===== src/logic/cms_pkg.sv =====
// Constants and types for the cell monitor converter sequencer
`default_nettype none

package cms_pkg;

   // ****************************************
   // Timing
   // ****************************************
   localparam int CLK_NS = 8;
   localparam int SLOT_NS = 8000;
   localparam int SLOT_CYC = SLOT_NS / CLK_NS;
   localparam int SLOTS = 24;
   localparam int BURST_ROUNDS = 8;
   localparam int DLY_UNIT_NS = 1000;
   localparam int DLY_UNIT_CYC = DLY_UNIT_NS / CLK_NS;
   localparam int FILT_SHIFT = 3;

   // ****************************************
   // Register offsets and fields
   // ****************************************
   localparam logic [7:0] ADDR_CTRL = 8'h00;
   localparam logic [7:0] ADDR_DELAY = 8'h01;
   localparam logic [7:0] ADDR_CELLS = 8'h02;
   localparam logic [7:0] ADDR_GPIO = 8'h03;
   localparam logic [7:0] ADDR_AUXSEL = 8'h04;
   localparam logic [7:0] ADDR_CAL = 8'h05;
   localparam logic [7:0] ADDR_STAT = 8'h06;
   localparam logic [7:0] ADDR_CMD = 8'h07;
   localparam logic [7:0] ADDR_RES = 8'h40;
   localparam int RES_WORDS = 48;
   localparam int CTRL_GO = 0;
   localparam int CTRL_MODE = 1;
   localparam int CTRL_CFLT = 3;
   localparam int CTRL_SFLT = 4;
   localparam int CTRL_AUX = 5;
   localparam int ST_FFAIL = 2;
   localparam int CMD_RST = 0;
   localparam logic [3:0] CELLS_RST = 4'hF;
   localparam logic [15:0] RES_DEFAULT = 16'h8000;

   // ****************************************
   // Run modes, slots and result words
   // ****************************************
   localparam logic [1:0] MODE_STOP = 2'h0;
   localparam logic [1:0] MODE_BURST = 2'h1;
   localparam logic [1:0] MODE_CONT = 2'h2;
   localparam logic [4:0] S_DIE1 = 5'h00;
   localparam logic [4:0] S_THERMISTOR_REFERENCE = 5'h01;
   localparam logic [4:0] S_CELL0 = 5'h02;
   localparam logic [4:0] S_CURR = 5'h12;
   localparam logic [4:0] S_GPIO = 5'h13;
   localparam logic [4:0] A_DIE2 = 5'h00;
   localparam logic [4:0] A_CELL = 5'h01;
   localparam logic [4:0] A_MISC0 = 5'h02;
   localparam logic [4:0] A_GPIO = 5'h0E;
   localparam logic [4:0] AUXSEL_CB0 = 5'h02;
   localparam logic [5:0] W_DIE1 = 6'h00;
   localparam logic [5:0] W_THERMISTOR_REFERENCE = 6'h01;
   localparam logic [5:0] W_CELL0 = 6'h02;
   localparam logic [5:0] W_CURR = 6'h12;
   localparam logic [5:0] W_GPIO0 = 6'h13;
   localparam logic [5:0] W_DIE2 = 6'h20;
   localparam logic [5:0] W_AUXCELL = 6'h21;
   localparam logic [5:0] W_MISC0 = 6'h22;

   // ****************************************
   // Die temperature scale
   // ****************************************
   localparam int TEMP_CODE_PER_DEG = 100;
   localparam logic signed [15:0] TEMP_MAX_CODE =
      16'(200 * TEMP_CODE_PER_DEG);
   localparam logic signed [15:0] TEMP_MIN_CODE =
      16'(-100 * TEMP_CODE_PER_DEG);

   // ****************************************
   // Types
   // ****************************************
   typedef enum logic [2:0] {
      ST_IDLE = 3'b001,
      ST_DELAY = 3'b010,
      ST_RUN = 3'b100
   } cms_main_e;

   typedef struct packed {
      logic [1:0] mode;
      logic cflt;
      logic sflt;
      logic [5:0] dly;
      logic [3:0] cells;
      logic [7:0] gpio_en;
      logic [7:0] cal;
      logic [4:0] aux_sel;
   } cms_cfg_s;

   typedef struct packed {
      logic [7:0] addr;
      logic [7:0] wdata;
      logic wr;
      logic rd;
   } cms_bus_s;

   typedef struct packed {
      logic [4:0] slot;
      logic conv;
      logic [2:0] gpio;
   } cms_conv_s;

endpackage : cms_pkg

`default_nettype wire


===== src/logic/cms_slot_timer.sv =====
// Round robin slot timer, one instance for each converter
`default_nettype none

module cms_slot_timer (
   input wire logic clk_sys_i,
   input wire logic rst_n_i,
   input wire logic restart_i,
   input wire logic run_i,
   output logic [4:0] slot_o,
   output logic [2:0] round_o,
   output logic slot_end_o,
   output logic round_end_o
);

   typedef struct packed {
      logic [9:0] cyc;
      logic [4:0] slot;
      logic [2:0] round;
   } cms_tmr_s;

   cms_tmr_s q;
   cms_tmr_s n;

   // Count cycles per slot, slots per round; hold while not running
   always_comb begin
      n = q;
      slot_end_o = 1'b0;
      round_end_o = 1'b0;
      if (restart_i) begin
         n = '0;
      end else if (run_i) begin
         n.cyc = q.cyc + 10'h001;
         if (q.cyc == 10'(cms_pkg::SLOT_CYC - 1)) begin
            n.cyc = '0;
            n.slot = q.slot + 5'h01;
            slot_end_o = 1'b1;
            if (q.slot == 5'(cms_pkg::SLOTS - 1)) begin
               n.slot = '0;
               n.round = q.round + 3'h1;
               round_end_o = 1'b1;
            end
         end
      end
   end

   // State register
   always_ff @(posedge clk_sys_i) begin
      if (!rst_n_i) begin
         q <= '0;
      end else begin
         q <= n;
      end
   end

   assign slot_o = q.slot;
   assign round_o = q.round;

endmodule : cms_slot_timer

`default_nettype wire


===== src/logic/cms_temp_clamp.sv =====
// Die temperature clamp to the reported range
`default_nettype none

module cms_temp_clamp (
   input wire logic [15:0] raw_i,
   output logic [15:0] temp_o
);

   // Two's complement, zero code is zero degrees
   always_comb begin
      if ($signed(raw_i) > cms_pkg::TEMP_MAX_CODE) begin
         temp_o = cms_pkg::TEMP_MAX_CODE;
      end else if ($signed(raw_i) < cms_pkg::TEMP_MIN_CODE) begin
         temp_o = cms_pkg::TEMP_MIN_CODE;
      end else begin
         temp_o = raw_i;
      end
   end

endmodule : cms_temp_clamp

`default_nettype wire


===== src/logic/cms_sequencer.sv =====
// Main and auxiliary converter sequencer with result registers
//
// Decided for this implementation: strobed register access and the placing of the registers.
`default_nettype none

module cms_sequencer (
   input wire logic clk_sys_i,
   input wire logic rst_n_i,
   input wire cms_pkg::cms_bus_s bus_i,
   output logic [7:0] rdata_o,
   input wire logic active_mode_i,
   input wire logic [15:0] main_result_i,
   input wire logic [15:0] aux_result_i,
   output cms_pkg::cms_conv_s main_conv_o,
   output cms_pkg::cms_conv_s aux_conv_o,
   output logic cs_run_o,
   output logic [15:0] level_shift_en_o
);

   // ****************************************
   // State
   // ****************************************
   typedef struct packed {
      cms_pkg::cms_main_e st;
      logic [12:0] dly;
      cms_pkg::cms_cfg_s sw;
      cms_pkg::cms_cfg_s cfg;
      logic [4:0] aux_sel;
      logic aux_en;
      logic drdy;
      logic ffail;
      logic reinit;
      logic act1;
      logic act2;
      logic [15:0] lvl;
      logic [7:0] rdata;
      logic [47:0] hold;
      logic [47:0] first;
      logic [47:0][15:0] res;
   } cms_st_s;

   cms_st_s q;
   cms_st_s n;
   logic go;
   logic aux_rise;
   logic m_run;
   logic a_run;
   logic [4:0] m_slot;
   logic [4:0] a_slot;
   logic [2:0] m_round;
   logic [2:0] a_round;
   logic m_end;
   logic m_rend;
   logic a_end;
   logic [15:0] die1;
   logic [15:0] die2;

   // ****************************************
   // Functions
   // ****************************************
   // Main slot measured or skipped
   function automatic logic main_on(input logic [4:0] s,
         input logic [2:0] r, input cms_pkg::cms_cfg_s c);
      logic on;
      on = 1'b0;
      if (s == cms_pkg::S_DIE1 || s == cms_pkg::S_THERMISTOR_REFERENCE ||
            s == cms_pkg::S_CURR) begin
         on = 1'b1;
      end else if (s >= cms_pkg::S_CELL0 && s < cms_pkg::S_CURR) begin
         on = 4'(s - cms_pkg::S_CELL0) <= c.cells;
      end else if (s == cms_pkg::S_GPIO) begin
         on = c.gpio_en[r];
      end
      return on;
   endfunction : main_on

   // Auxiliary cell lock on a single active channel
   function automatic logic aux_lock(input logic [4:0] sel,
         input logic [3:0] cells);
      logic [4:0] cb;
      cb = sel - cms_pkg::AUXSEL_CB0;
      return sel >= cms_pkg::AUXSEL_CB0 && cb <= {1'b0, cells};
   endfunction : aux_lock

   // Auxiliary slot measured or skipped
   function automatic logic aux_on(input logic [4:0] s,
         input logic [4:0] sel, input logic [3:0] cells);
      logic on;
      on = s <= cms_pkg::A_GPIO;
      if (s == cms_pkg::A_CELL) begin
         on = aux_lock(sel, cells);
      end
      return on;
   endfunction : aux_on

   // New word with low byte frozen while held
   function automatic logic [15:0] merge(input logic [15:0] old,
         input logic [15:0] val, input logic hold);
      return {val[15:8], hold ? old[7:0] : val[7:0]};
   endfunction : merge

   // ****************************************
   // Slot timers and temperature clamps
   // ****************************************
   assign m_run = q.st == cms_pkg::ST_RUN && q.act2;
   assign a_run = q.aux_en && q.act2;

   cms_slot_timer u_main_tmr (
      .clk_sys_i(clk_sys_i),
      .rst_n_i(rst_n_i),
      .restart_i(go),
      .run_i(m_run),
      .slot_o(m_slot),
      .round_o(m_round),
      .slot_end_o(m_end),
      .round_end_o(m_rend)
   );

   cms_slot_timer u_aux_tmr (
      .clk_sys_i(clk_sys_i),
      .rst_n_i(rst_n_i),
      .restart_i(aux_rise),
      .run_i(a_run),
      .slot_o(a_slot),
      .round_o(a_round),
      .slot_end_o(a_end),
      .round_end_o()
   );

   cms_temp_clamp u_die1 (
      .raw_i(main_result_i),
      .temp_o(die1)
   );

   cms_temp_clamp u_die2 (
      .raw_i(aux_result_i),
      .temp_o(die2)
   );

   // ****************************************
   // Next state
   // ****************************************
   assign go = bus_i.wr && bus_i.addr == cms_pkg::ADDR_CTRL &&
      bus_i.wdata[cms_pkg::CTRL_GO];
   assign aux_rise = bus_i.wr && bus_i.addr == cms_pkg::ADDR_CTRL &&
      bus_i.wdata[cms_pkg::CTRL_AUX] && !q.aux_en;

   always_comb begin
      logic [5:0] mw;
      logic mv;
      logic mf;
      logic [15:0] mval;
      logic signed [16:0] diff;
      logic [5:0] aw;
      logic av;
      logic [5:0] rw;
      mw = '0;
      mv = 1'b0;
      mf = 1'b0;
      mval = main_result_i;
      diff = '0;
      aw = '0;
      av = 1'b0;
      rw = '0;
      n = q;
      n.act1 = active_mode_i;
      n.act2 = q.act1;
      n.rdata = '0;
      n.lvl = q.act2 ? 16'((17'h00002 << q.sw.cells) - 17'h00001) :
         16'h0000;

      // Software writes to the shadow settings, the auxiliary enable, the fault flag clear and the reset command
      if (bus_i.wr) begin
         case (bus_i.addr)
            cms_pkg::ADDR_CTRL: begin
               n.sw.mode = bus_i.wdata[cms_pkg::CTRL_MODE +: 2];
               n.sw.cflt = bus_i.wdata[cms_pkg::CTRL_CFLT];
               n.sw.sflt = bus_i.wdata[cms_pkg::CTRL_SFLT];
               n.aux_en = bus_i.wdata[cms_pkg::CTRL_AUX];
            end
            cms_pkg::ADDR_DELAY: n.sw.dly = bus_i.wdata[5:0];
            cms_pkg::ADDR_CELLS: n.sw.cells = bus_i.wdata[3:0];
            cms_pkg::ADDR_GPIO: n.sw.gpio_en = bus_i.wdata;
            cms_pkg::ADDR_AUXSEL: n.sw.aux_sel = bus_i.wdata[4:0];
            cms_pkg::ADDR_CAL: n.sw.cal = bus_i.wdata;
            cms_pkg::ADDR_STAT: begin
               if (bus_i.wdata[cms_pkg::ST_FFAIL]) begin
                  n.ffail = 1'b0;
               end
            end
            cms_pkg::ADDR_CMD: begin
               if (bus_i.wdata[cms_pkg::CMD_RST]) begin
                  n.st = cms_pkg::ST_IDLE;
                  n.reinit = q.cfg.cflt;
               end
            end
            default: ;
         endcase
      end

      // Auxiliary enable clears its results
      if (aux_rise) begin
         n.aux_sel = n.sw.aux_sel;
         for (int k = 32; k < cms_pkg::RES_WORDS; k++) begin
            n.res[k] = cms_pkg::RES_DEFAULT;
            n.hold[k] = 1'b0;
         end
      end

      // Go latches settings and starts or stops
      if (go) begin
         n.cfg = n.sw;
         if (n.sw.cflt && q.reinit) begin
            n.ffail = 1'b1;
         end
         if (!n.sw.cflt) begin
            n.reinit = 1'b0;
         end
         if (n.sw.mode == cms_pkg::MODE_BURST ||
               n.sw.mode == cms_pkg::MODE_CONT) begin
            n.st = cms_pkg::ST_DELAY;
            n.dly = 13'(n.sw.dly * cms_pkg::DLY_UNIT_CYC);
            n.drdy = 1'b0;
            n.first = '1;
            for (int k = 0; k < 32; k++) begin
               n.res[k] = cms_pkg::RES_DEFAULT;
               n.hold[k] = 1'b0;
            end
         end else begin
            n.st = cms_pkg::ST_IDLE;
         end
      end

      // Main sequence, frozen outside active mode
      unique case (q.st)
         cms_pkg::ST_IDLE: ;
         cms_pkg::ST_DELAY: begin
            if (!go && q.act2) begin
               if (q.dly == 13'h0000) begin
                  n.st = cms_pkg::ST_RUN;
               end else begin
                  n.dly = q.dly - 13'h0001;
               end
            end
         end
         cms_pkg::ST_RUN: begin
            if (m_rend && m_round == 3'(cms_pkg::BURST_ROUNDS - 1)) begin
               n.drdy = 1'b1;
               if (q.cfg.mode == cms_pkg::MODE_BURST && !go) begin
                  n.st = cms_pkg::ST_IDLE;
               end
            end
         end
         default: n.st = cms_pkg::ST_IDLE;
      endcase

      // Main slot result selection
      if (m_end && !go && main_on(m_slot, m_round, q.cfg)) begin
         mv = 1'b1;
         if (m_slot == cms_pkg::S_DIE1) begin
            mw = cms_pkg::W_DIE1;
            mval = die1;
         end else if (m_slot == cms_pkg::S_THERMISTOR_REFERENCE) begin
            mw = cms_pkg::W_THERMISTOR_REFERENCE;
         end else if (m_slot == cms_pkg::S_CURR) begin
            mw = cms_pkg::W_CURR;
            mf = q.cfg.sflt;
         end else if (m_slot == cms_pkg::S_GPIO) begin
            mw = cms_pkg::W_GPIO0 + {3'h0, m_round};
         end else begin
            mw = 6'(m_slot - cms_pkg::S_CELL0) + cms_pkg::W_CELL0;
            mval = main_result_i + {{8{q.cfg.cal[7]}}, q.cfg.cal};
            mf = q.cfg.cflt;
         end
      end

      // Single pole filter, first sample taken as is
      if (mv) begin
         if (mf && !q.first[mw]) begin
            diff = $signed({mval[15], mval}) -
               $signed({q.res[mw][15], q.res[mw]});
            mval = q.res[mw] + 16'(diff >>> cms_pkg::FILT_SHIFT);
         end
         n.first[mw] = 1'b0;
         n.res[mw] = merge(q.res[mw], mval, q.hold[mw]);
      end

      // Auxiliary slot results
      if (a_end && !aux_rise && aux_on(a_slot, q.aux_sel, q.cfg.cells) &&
            a_slot != cms_pkg::A_GPIO) begin
         av = 1'b1;
         if (a_slot == cms_pkg::A_DIE2) begin
            aw = cms_pkg::W_DIE2;
         end else if (a_slot == cms_pkg::A_CELL) begin
            aw = cms_pkg::W_AUXCELL;
         end else begin
            aw = 6'(a_slot - cms_pkg::A_MISC0) + cms_pkg::W_MISC0;
         end
      end
      if (av) begin
         n.res[aw] = merge(q.res[aw],
            a_slot == cms_pkg::A_DIE2 ? die2 : aux_result_i,
            q.hold[aw]);
      end

      // Register reads, data in the next cycle
      if (bus_i.rd) begin
         case (bus_i.addr)
            cms_pkg::ADDR_CTRL: n.rdata = {2'h0, q.aux_en, q.sw.sflt,
               q.sw.cflt, q.sw.mode, 1'b0};
            cms_pkg::ADDR_DELAY: n.rdata = {2'h0, q.sw.dly};
            cms_pkg::ADDR_CELLS: n.rdata = {4'h0, q.sw.cells};
            cms_pkg::ADDR_GPIO: n.rdata = q.sw.gpio_en;
            cms_pkg::ADDR_AUXSEL: n.rdata = {3'h0, q.sw.aux_sel};
            cms_pkg::ADDR_CAL: n.rdata = q.sw.cal;
            cms_pkg::ADDR_STAT: n.rdata = {3'h0, a_run,
               q.st != cms_pkg::ST_IDLE && !q.act2, q.ffail, q.drdy,
               q.st != cms_pkg::ST_IDLE};
            default: begin
               if (bus_i.addr >= cms_pkg::ADDR_RES && bus_i.addr <
                     8'(cms_pkg::ADDR_RES + 2 * cms_pkg::RES_WORDS)) begin
                  rw = 6'((bus_i.addr - cms_pkg::ADDR_RES) >> 1);
                  if (!bus_i.addr[0]) begin
                     n.rdata = q.res[rw][15:8];
                     n.hold[rw] = 1'b1;
                  end else begin
                     n.rdata = q.res[rw][7:0];
                     n.hold[rw] = 1'b0;
                  end
               end
            end
         endcase
      end
   end

   // ****************************************
   // State register
   // ****************************************
   always_ff @(posedge clk_sys_i) begin
      if (!rst_n_i) begin
         q <= '0;
         q.st <= cms_pkg::ST_IDLE;
         q.sw.cells <= cms_pkg::CELLS_RST;
         q.cfg.cells <= cms_pkg::CELLS_RST;
         q.first <= '1;
         q.res <= {cms_pkg::RES_WORDS{cms_pkg::RES_DEFAULT}};
      end else begin
         q <= n;
      end
   end

   // ****************************************
   // Outputs
   // ****************************************
   assign rdata_o = q.rdata;
   assign level_shift_en_o = q.lvl;
   assign cs_run_o = m_run;
   assign main_conv_o = '{slot: m_slot, gpio: m_round,
      conv: m_run && main_on(m_slot, m_round, q.cfg)};
   assign aux_conv_o = '{slot: a_slot, gpio: a_round,
      conv: a_run && aux_on(a_slot, q.aux_sel, q.cfg.cells)};

endmodule : cms_sequencer

`default_nettype wire


===== config.mk =====
export PLATFORM = sky130hd
export DESIGN_NAME = cms_sequencer
export DESIGN_NICKNAME = d
export VERILOG_FILES = /design/src/logic/cms_pkg.sv /design/src/logic/cms_slot_timer.sv /design/src/logic/cms_temp_clamp.sv /design/src/logic/cms_sequencer.sv
export SDC_FILE = /design/constraint.sdc
export NUM_CORES = 2
export LEC_CHECK = 0
export BUFFER_PORTS_ARGS = -buffer_cell sky130_fd_sc_hd__buf_4
export CAP_MARGIN = 30
export CORE_MARGIN = 5
export CORE_UTILIZATION = 50
export CTS_CLUSTER_DIAMETER = 100
export CTS_CLUSTER_SIZE = 30
export DETAILED_ROUTE_END_ITERATION = 12
export PLACE_DENSITY = 0.72
export SKIP_CTS_REPAIR_TIMING = 1
export SYNTH_ARGS = -nofsm -noshare
export SYNTH_HDL_FRONTEND = slang
export SYNTH_SLANG_ARGS = --single-unit

===== constraint.sdc =====
create_clock -name clk_sys_i -period 7.7 [get_ports clk_sys_i]
set_input_delay 0.77 -clock clk_sys_i [delete_from_list [all_inputs] [get_ports clk_sys_i]]
set_output_delay 0.77 -clock clk_sys_i [all_outputs]
set_load 0.05 [all_outputs]

* Word-level counts from Yosys, hierarchy flattened
Index checks and enable logic that the tools add are counted.
** Cells by class
- Add/subtract/negate cells :: 19
- $mul :: 1
- Magnitude comparators :: 19
- Eq/ne operators :: 24
- Shift operators :: 1
- Multiplexer cells :: 115
- Bitwise logic cells :: 6
- Reductions and logical operators :: 47
** Operators with widths (count)
- 768-bit bitwise mux :: 2
- 512-bit 2-to-1 mux :: 2
- 816-bit 2-to-1 mux :: 1
- 768-bit 2-to-1 mux :: 1
- 16-bit 2-to-1 mux :: 19
- 16-bit binary-select mux with 6-bit select :: 3
- 256-bit 2-to-1 mux :: 1
- 16-bit demux with 6-bit select :: 2
- 80-bit 2-to-1 mux :: 2
- 56-bit 2-to-1 mux :: 2
- 48-bit bitwise AND :: 2
- 48-bit 2-to-1 mux :: 2
- 48-bit NOT :: 2
- 8-bit 2-to-1 mux :: 7
- 8-bit case mux with 7 select lines :: 1
- 6-bit 2-to-1 mux :: 9
- 48-bit bitwise OR :: 1
- 13-bit 2-to-1 mux :: 3
- 1-bit 2-to-1 mux :: 36
- 18-bit 2-to-1 mux :: 2
- 35-bit 2-to-1 mux :: 1
- 16-bit adder :: 2
- 8-bit by 3-bit == test with 1-bit output, second input constant :: 4
- 16-bit > comparator, second input constant :: 2
- 57 further kinds :: 123
** Storage, ports and cells
- Flip-flop bits (word level) :: 1010
- Output and inout port bits :: 43
- Word-level logic and storage cells :: 313

* Depth between registers and ports, before layout
- Word-level depth :: 18
- Depth in mapped cells :: 41
- Gate-level depth less buffers :: 36

* By module
A second synthesis with hierarchy kept.
** Second synthesis, totals
- Cells, all modules :: 6673
- Area, all modules :: 52691.8 um2
** Modules (own cells, without submodules)
- cms_sequencer :: instances 1, cells each 6375, area each 50304.5 um2
- cms_slot_timer :: instances 2, cells each 105, area each 915.9 um2
- cms_temp_clamp :: instances 2, cells each 44, area each 277.8 um2

* Least setup slack after synthesis
Ideal clock, no wire load.
- Path type :: flip-flop to flip-flop
- From :: reg u_main_tmr.q (netlist bit u_main_tmr.slot_o[1])
- To :: reg q[429] (netlist name)
- Arrival :: 8.054 ns
- Required time :: 7.641 ns
- Slack :: -0.413 ns
- Stages on the path, launching flop included :: 37
- Clock period less this slack :: 8.113 ns
- Cell sequence :: dfxtp_1 -> inv_1 -> ha_1 -> xor2_1 -> ha_1 -> a21oi_1 -> nand3_1 -> a221o_1 -> and3_1 -> buf_6 -> clkbuf_1 -> nor3_2 -> clkbuf_1 -> buf_1 -> mux2i_1 -> o21ai_0 -> a221oi_1 -> o22ai_1 -> a211o_1 -> inv_1 -> ha_1 -> o21ai_0 -> a32o_1 -> a311oi_1 -> or3_1 -> xor2_1 -> ha_1 -> and3_1 -> a32o_1 -> nor3_2 -> nor3_1 -> o31a_1 -> o21a_1 -> o31a_1 -> buf_2 -> o21ai_1 -> and2_1
** Between the ends
- Cells in the longest elaborated chain, start to end :: 17
- Elaborated cells between the ends (all ways) :: 52
- Those cells by class :: 5 x add/sub; 5 x order compare; 3 x eq/ne; 31 x mux; 8 x reduce/logical
** Ends and longest elaborated chain
- start: declaration :: RTL line cms_slot_timer.sv:21 : cms_tmr_s q;
- start signal: assignment :: RTL line cms_slot_timer.sv:51 : q <= n;
- 5-bit by 2-bit subtractor with 6-bit output :: RTL line cms_sequencer.sv:271 : mw = 6'(m_slot - cms_pkg::S_CELL0) + cms_pkg::W_CELL0;
- 6-bit by 2-bit adder with 6-bit output :: RTL line cms_sequencer.sv:271
- 6-bit 2-to-1 mux :: RTL line cms_sequencer.sv:268 : end else if (m_slot == cms_pkg::S_GPIO) begin
- 6-bit 2-to-1 mux :: RTL line cms_sequencer.sv:265 : end else if (m_slot == cms_pkg::S_CURR) begin
- 6-bit 2-to-1 mux :: RTL line cms_sequencer.sv:263 : end else if (m_slot == cms_pkg::S_THERMISTOR_REFERENCE) begin
- 6-bit 2-to-1 mux :: RTL line cms_sequencer.sv:260 : if (m_slot == cms_pkg::S_DIE1) begin
- 6-bit 2-to-1 mux :: RTL line cms_sequencer.sv:258 : if (m_end && !go && main_on(m_slot, m_round, q.cfg)) begin
- 16-bit binary-select mux with 6-bit select / 1-bit binary-select mux with 6-bit select (equally long branches) :: RTL line cms_sequencer.sv:281, cms_sequencer.sv:282, cms_sequencer.sv:279
- 16-bit 2-to-1 mux / 1-bit 2-to-1 mux (equally long branches)
- 16-bit by 16-bit subtractor with 17-bit output / 1-bit logical NOT (equally long branches) :: RTL line cms_sequencer.sv:280, cms_sequencer.sv:279
- 16-bit adder / 1-bit logical AND (equally long branches) :: RTL line cms_sequencer.sv:282, cms_sequencer.sv:279
- 16-bit 2-to-1 mux :: RTL line cms_sequencer.sv:279 : if (mf && !q.first[mw]) begin
- 16-bit 2-to-1 mux :: RTL line cms_sequencer.sv:278 : if (mv) begin
- 768-bit bitwise mux :: RTL line cms_sequencer.sv:285 : n.res[mw] = merge(q.res[mw], mval, q.hold[mw]);
- 816-bit 2-to-1 mux * :: RTL line cms_sequencer.sv:278
- 768-bit bitwise mux :: RTL line cms_sequencer.sv:301 : n.res[aw] = merge(q.res[aw],
- 768-bit 2-to-1 mux * :: RTL line cms_sequencer.sv:300 : if (av) begin
- end signal: assignment :: RTL line cms_sequencer.sv:348 : q <= n;
- end: declaration :: RTL line cms_sequencer.sv:42 : cms_st_s q;
Every way passes the cells marked *; elsewhere a longest branch is shown, timed or not. The select of a mux whose other input is x is not followed.
A chain may end at the register's enable or synchronous reset.

* Final worst setup path
- From :: reg u_main_tmr.q (netlist bit u_main_tmr.slot_o[2])
- To :: reg q[205] (netlist name)
Same word-level chain as after synthesis.

==> flow_summary.toml <==
[power]
pwr-share-clk_pct = 34.2
power_density_nw_per_um2 = 146
p_sw_mw = 2.30
seqPwrFrac_pct = 58.5
swShare_pct = 26.4
ir_drop_mv = 0.150
leakage_nw = 21.7
p_comb_share_pct = 7.3
p_int_mw = 6.42

[critical_path]
crit_arrival_ns = 8.13
critical_path.top_delay_family = "compound AO/OA/AOI/OAI gates"
endpoint_kind = "flip-flop"
crit_fanout = 16
cp-start-kind = "flip-flop"
worst_path_largest_cell_delay_ns = 0.41
path_buf_inv = 8
critPathRequiredTime_ns = 8.34
slowest_stage = "or3_4"
crit_path_frequent_cell = "ha_1"
crit_type = "reg2reg"

[final_layout]
stdcell_area_sq_um = 59800
drive_above_1_share_pct = 11.2
multiInputGateArea_sq_um = 31800
layout.nets = 7021
fin_util_pct = 55.7
seq_area_sq_um = 19700
nFillCells = 9955
syn_to_final_growth_pct = 10.4

[global_routing]
grt_pass1_vias = 51200
antenna_found_initial = 14
grt_pass1_wl_microns = 340000
grt.total_usage_pct = 38.4
grt_max_degree = 270
grt-ovfl-total = 0

[die]
die_w_microns = 339
die_h_microns = 339
io_pins = 96
core-area_sq_um = 107000
num_rows = 120
dieArea_sq_um = 115000
start_util_pct = 50.5

[routing]
drc = 0
first_pass_iters = 9
vias_per_cell = 6.82
first_iter_violations = 9903
wl_per_cell_microns = 28.4
routed_wl_microns = 235000
via_count = 56600
antenna_left = 0

[min_path]
min_path_type = "in2reg"

[cts]
cts_sinks = 986
cts_tree = "yes"
numCtsBuffers = 42
clockBufferDepth = 3
clk_pin_slew_worst_paths_ns = 0.11
cts.htree.levels = 2
clkLatencyLatePin_ns = 0.72
clockRootBuffer = "clkbuf_16"

[run]
max_cap_violations = 0

[logic_synthesis]
synth-seq-cells = 986
synth_nets = 7124
synthesis.instances = 6961
synth_edf_count = 0
ys_types = 101
synth_area_sq_um = 54200
syn_avg_cell_area_sq_um = 7.78
async_reset_ff_share_pct = 0
yosys_warnings = 0
yosysSeqAreaShare_pct = 36.4
yosys_most_used_dff = "dfxtp_1"

[placed_design]
dpl_cell_area_sq_um = 57800
dp_hpwl_microns = 154000
port_buffers = 95
place_congestion = 1.07
dp_slack_ns = -0.374

[timing]
finalHoldViolCount = 0
setup_viol = 0
maxSlewViolCount = 0
hold_ws_ns = 0.301
fin_ws_ns = 0.211
max_slew_margin_pct = 4.58
min_period_over_period_pct = 97.3
fin_skew_ns = 0.0534
fin_setup_tns_ns = 0
post-route-min-period_ns = 7.49
max_freq_ghz = 0.134
tightest_slew_ns = 1.43

[run_status]
outcome = "complete, no violations"
[flip-flops by register name, summed over array words and instances, names as in the netlist]
name,cells
level_shift_en_o,16
u_aux_tmr.q,10
u_main_tmr.q,10
n,1
rdata_o,8
u_aux_tmr.slot_o,5
u_main_tmr.round_o,3
u_main_tmr.slot_o,5
q,925
u_aux_tmr.round_o,3
[layer usage]
layer  vias up  track usage [%]  wire (microns)
met5         -                0              50
met4         8             24.8           19800
met3      1087             12.7           33300
met2      4137             54.5           93700
met1     26400             49.8           88300
li1      24900                -               -
[through the flow]
step / power [mW] / cells
final: 8.72 / 8292
after global placement: 5.80 / 8184
after global routing: 8.91 / 8280
after floorplan: 5.53 / 6961
after CTS: 8.67 / 8256
after detailed placement: 5.80 / 8193
[final timing paths]
kind | slack, ns | start | depth (start not counted) | to
setup / recovery | 0.21 | u_main_tmr.slot_o[2]$_SDFFE_PP0N_ | 37 | q[205]$_SDFF_PN0_
hold / removal | 0.30 | active_mode_i | 2 | n[888]$_SDFF_PN0_
setup reg to reg | 0.21 | u_main_tmr.slot_o[2]$_SDFFE_PP0N_ | 37 | q[205]$_SDFF_PN0_
hold reg to reg | 0.46 | q[751]$_SDFF_PN1_ | 1 | q[751]$_SDFF_PN1_
[cells in the mapped netlist, drive strengths merged, types with 30 or more instances]
library cell,n,area (sq um)
inv,94,353
nand3,819,4120
o32ai,39,342
and2,694,4340
mux2i,96,961
nor2,312,1180
clkbuf,574,2150
buf,129,713
a222oi,52,521
o21a,30,225
a22o,61,534
dfxtp,986,19700
a21oi,208,1050
and3,65,407
a22oi,370,2780
nand4,87,559
nor3,95,497
a21boi,92,691
o21ai,876,4390
xnor2,34,298
nand2,489,1840
a211oi,89,673
ha,95,1190
a221oi,60,526
nor2b,64,400
a31oi,104,663
[cells in the final DEF, fill, tap and decap left out, drive strengths merged, types with 17 or more instances in the layout]
cell      n
inv     100
ha       95
xnor2    34
xor2     28
nand2   489
and2    694
o22a     22
nor3     95
dfxtp   986
nor2    312
mux2i    96
a22o     61
a211oi   89
nand3   819
buf     551
o32ai    39
and3     65
clkbuf   51
a22oi   370
or3      17
a221oi   60
nand2b   21
a21oi   208
o21ai   876
o211ai   23
o21a     30
a31oi   104
nor2b    64
nand4    87
a21boi   92
a222oi   52
nor3b    21
[kinds of logic (layout without fill, tap and decap cells)]
| group | after synthesis | after routing | share of synthesized area [%] |
|---|---|---|---|
| muxes | 104 | 104 | 1.95 |
| buffers and inverters | 799 | 715 | 5.96 |
| adders and majority gates | 111 | 111 | 2.77 |
| DFF | 986 | 986 | 36.4 |
| other | 0 | 12 | 0 |
| and+or+nand+nor | 2749 | 2749 | 26.3 |
| AOI/OAI and AO/OA | 2150 | 2150 | 25.6 |
| xor gates and xnor gates | 62 | 62 | 1.02 |
[power by group through the flow]
stage | Sequential, mW | Combinational (mW) | Clock, mW
final | 5.11 | 0.637 | 2.98
after global routing | 5.11 | 0.653 | 3.15
after CTS | 5.11 | 0.586 | 2.98
after detailed placement | 5.22 | 0.584 | 0
after global placement | 5.22 | 0.578 | 0
after floorplan | 5.22 | 0.314 | 0
[area by class of cell]
type | count | share of cell area, %
flip-flops and latches | 986 | 33.0
repair buffers | 556 | 8.06
diodes | 12 | 0.0502
clock buffers | 46 | 1.83
inverters | 96 | 0.604
multi-input cells | 5176 | 53.1
clock inverters | 17 | 0.399
well taps | 1403 | 2.93
Note: power is estimated with default switching activity, not from simulation.
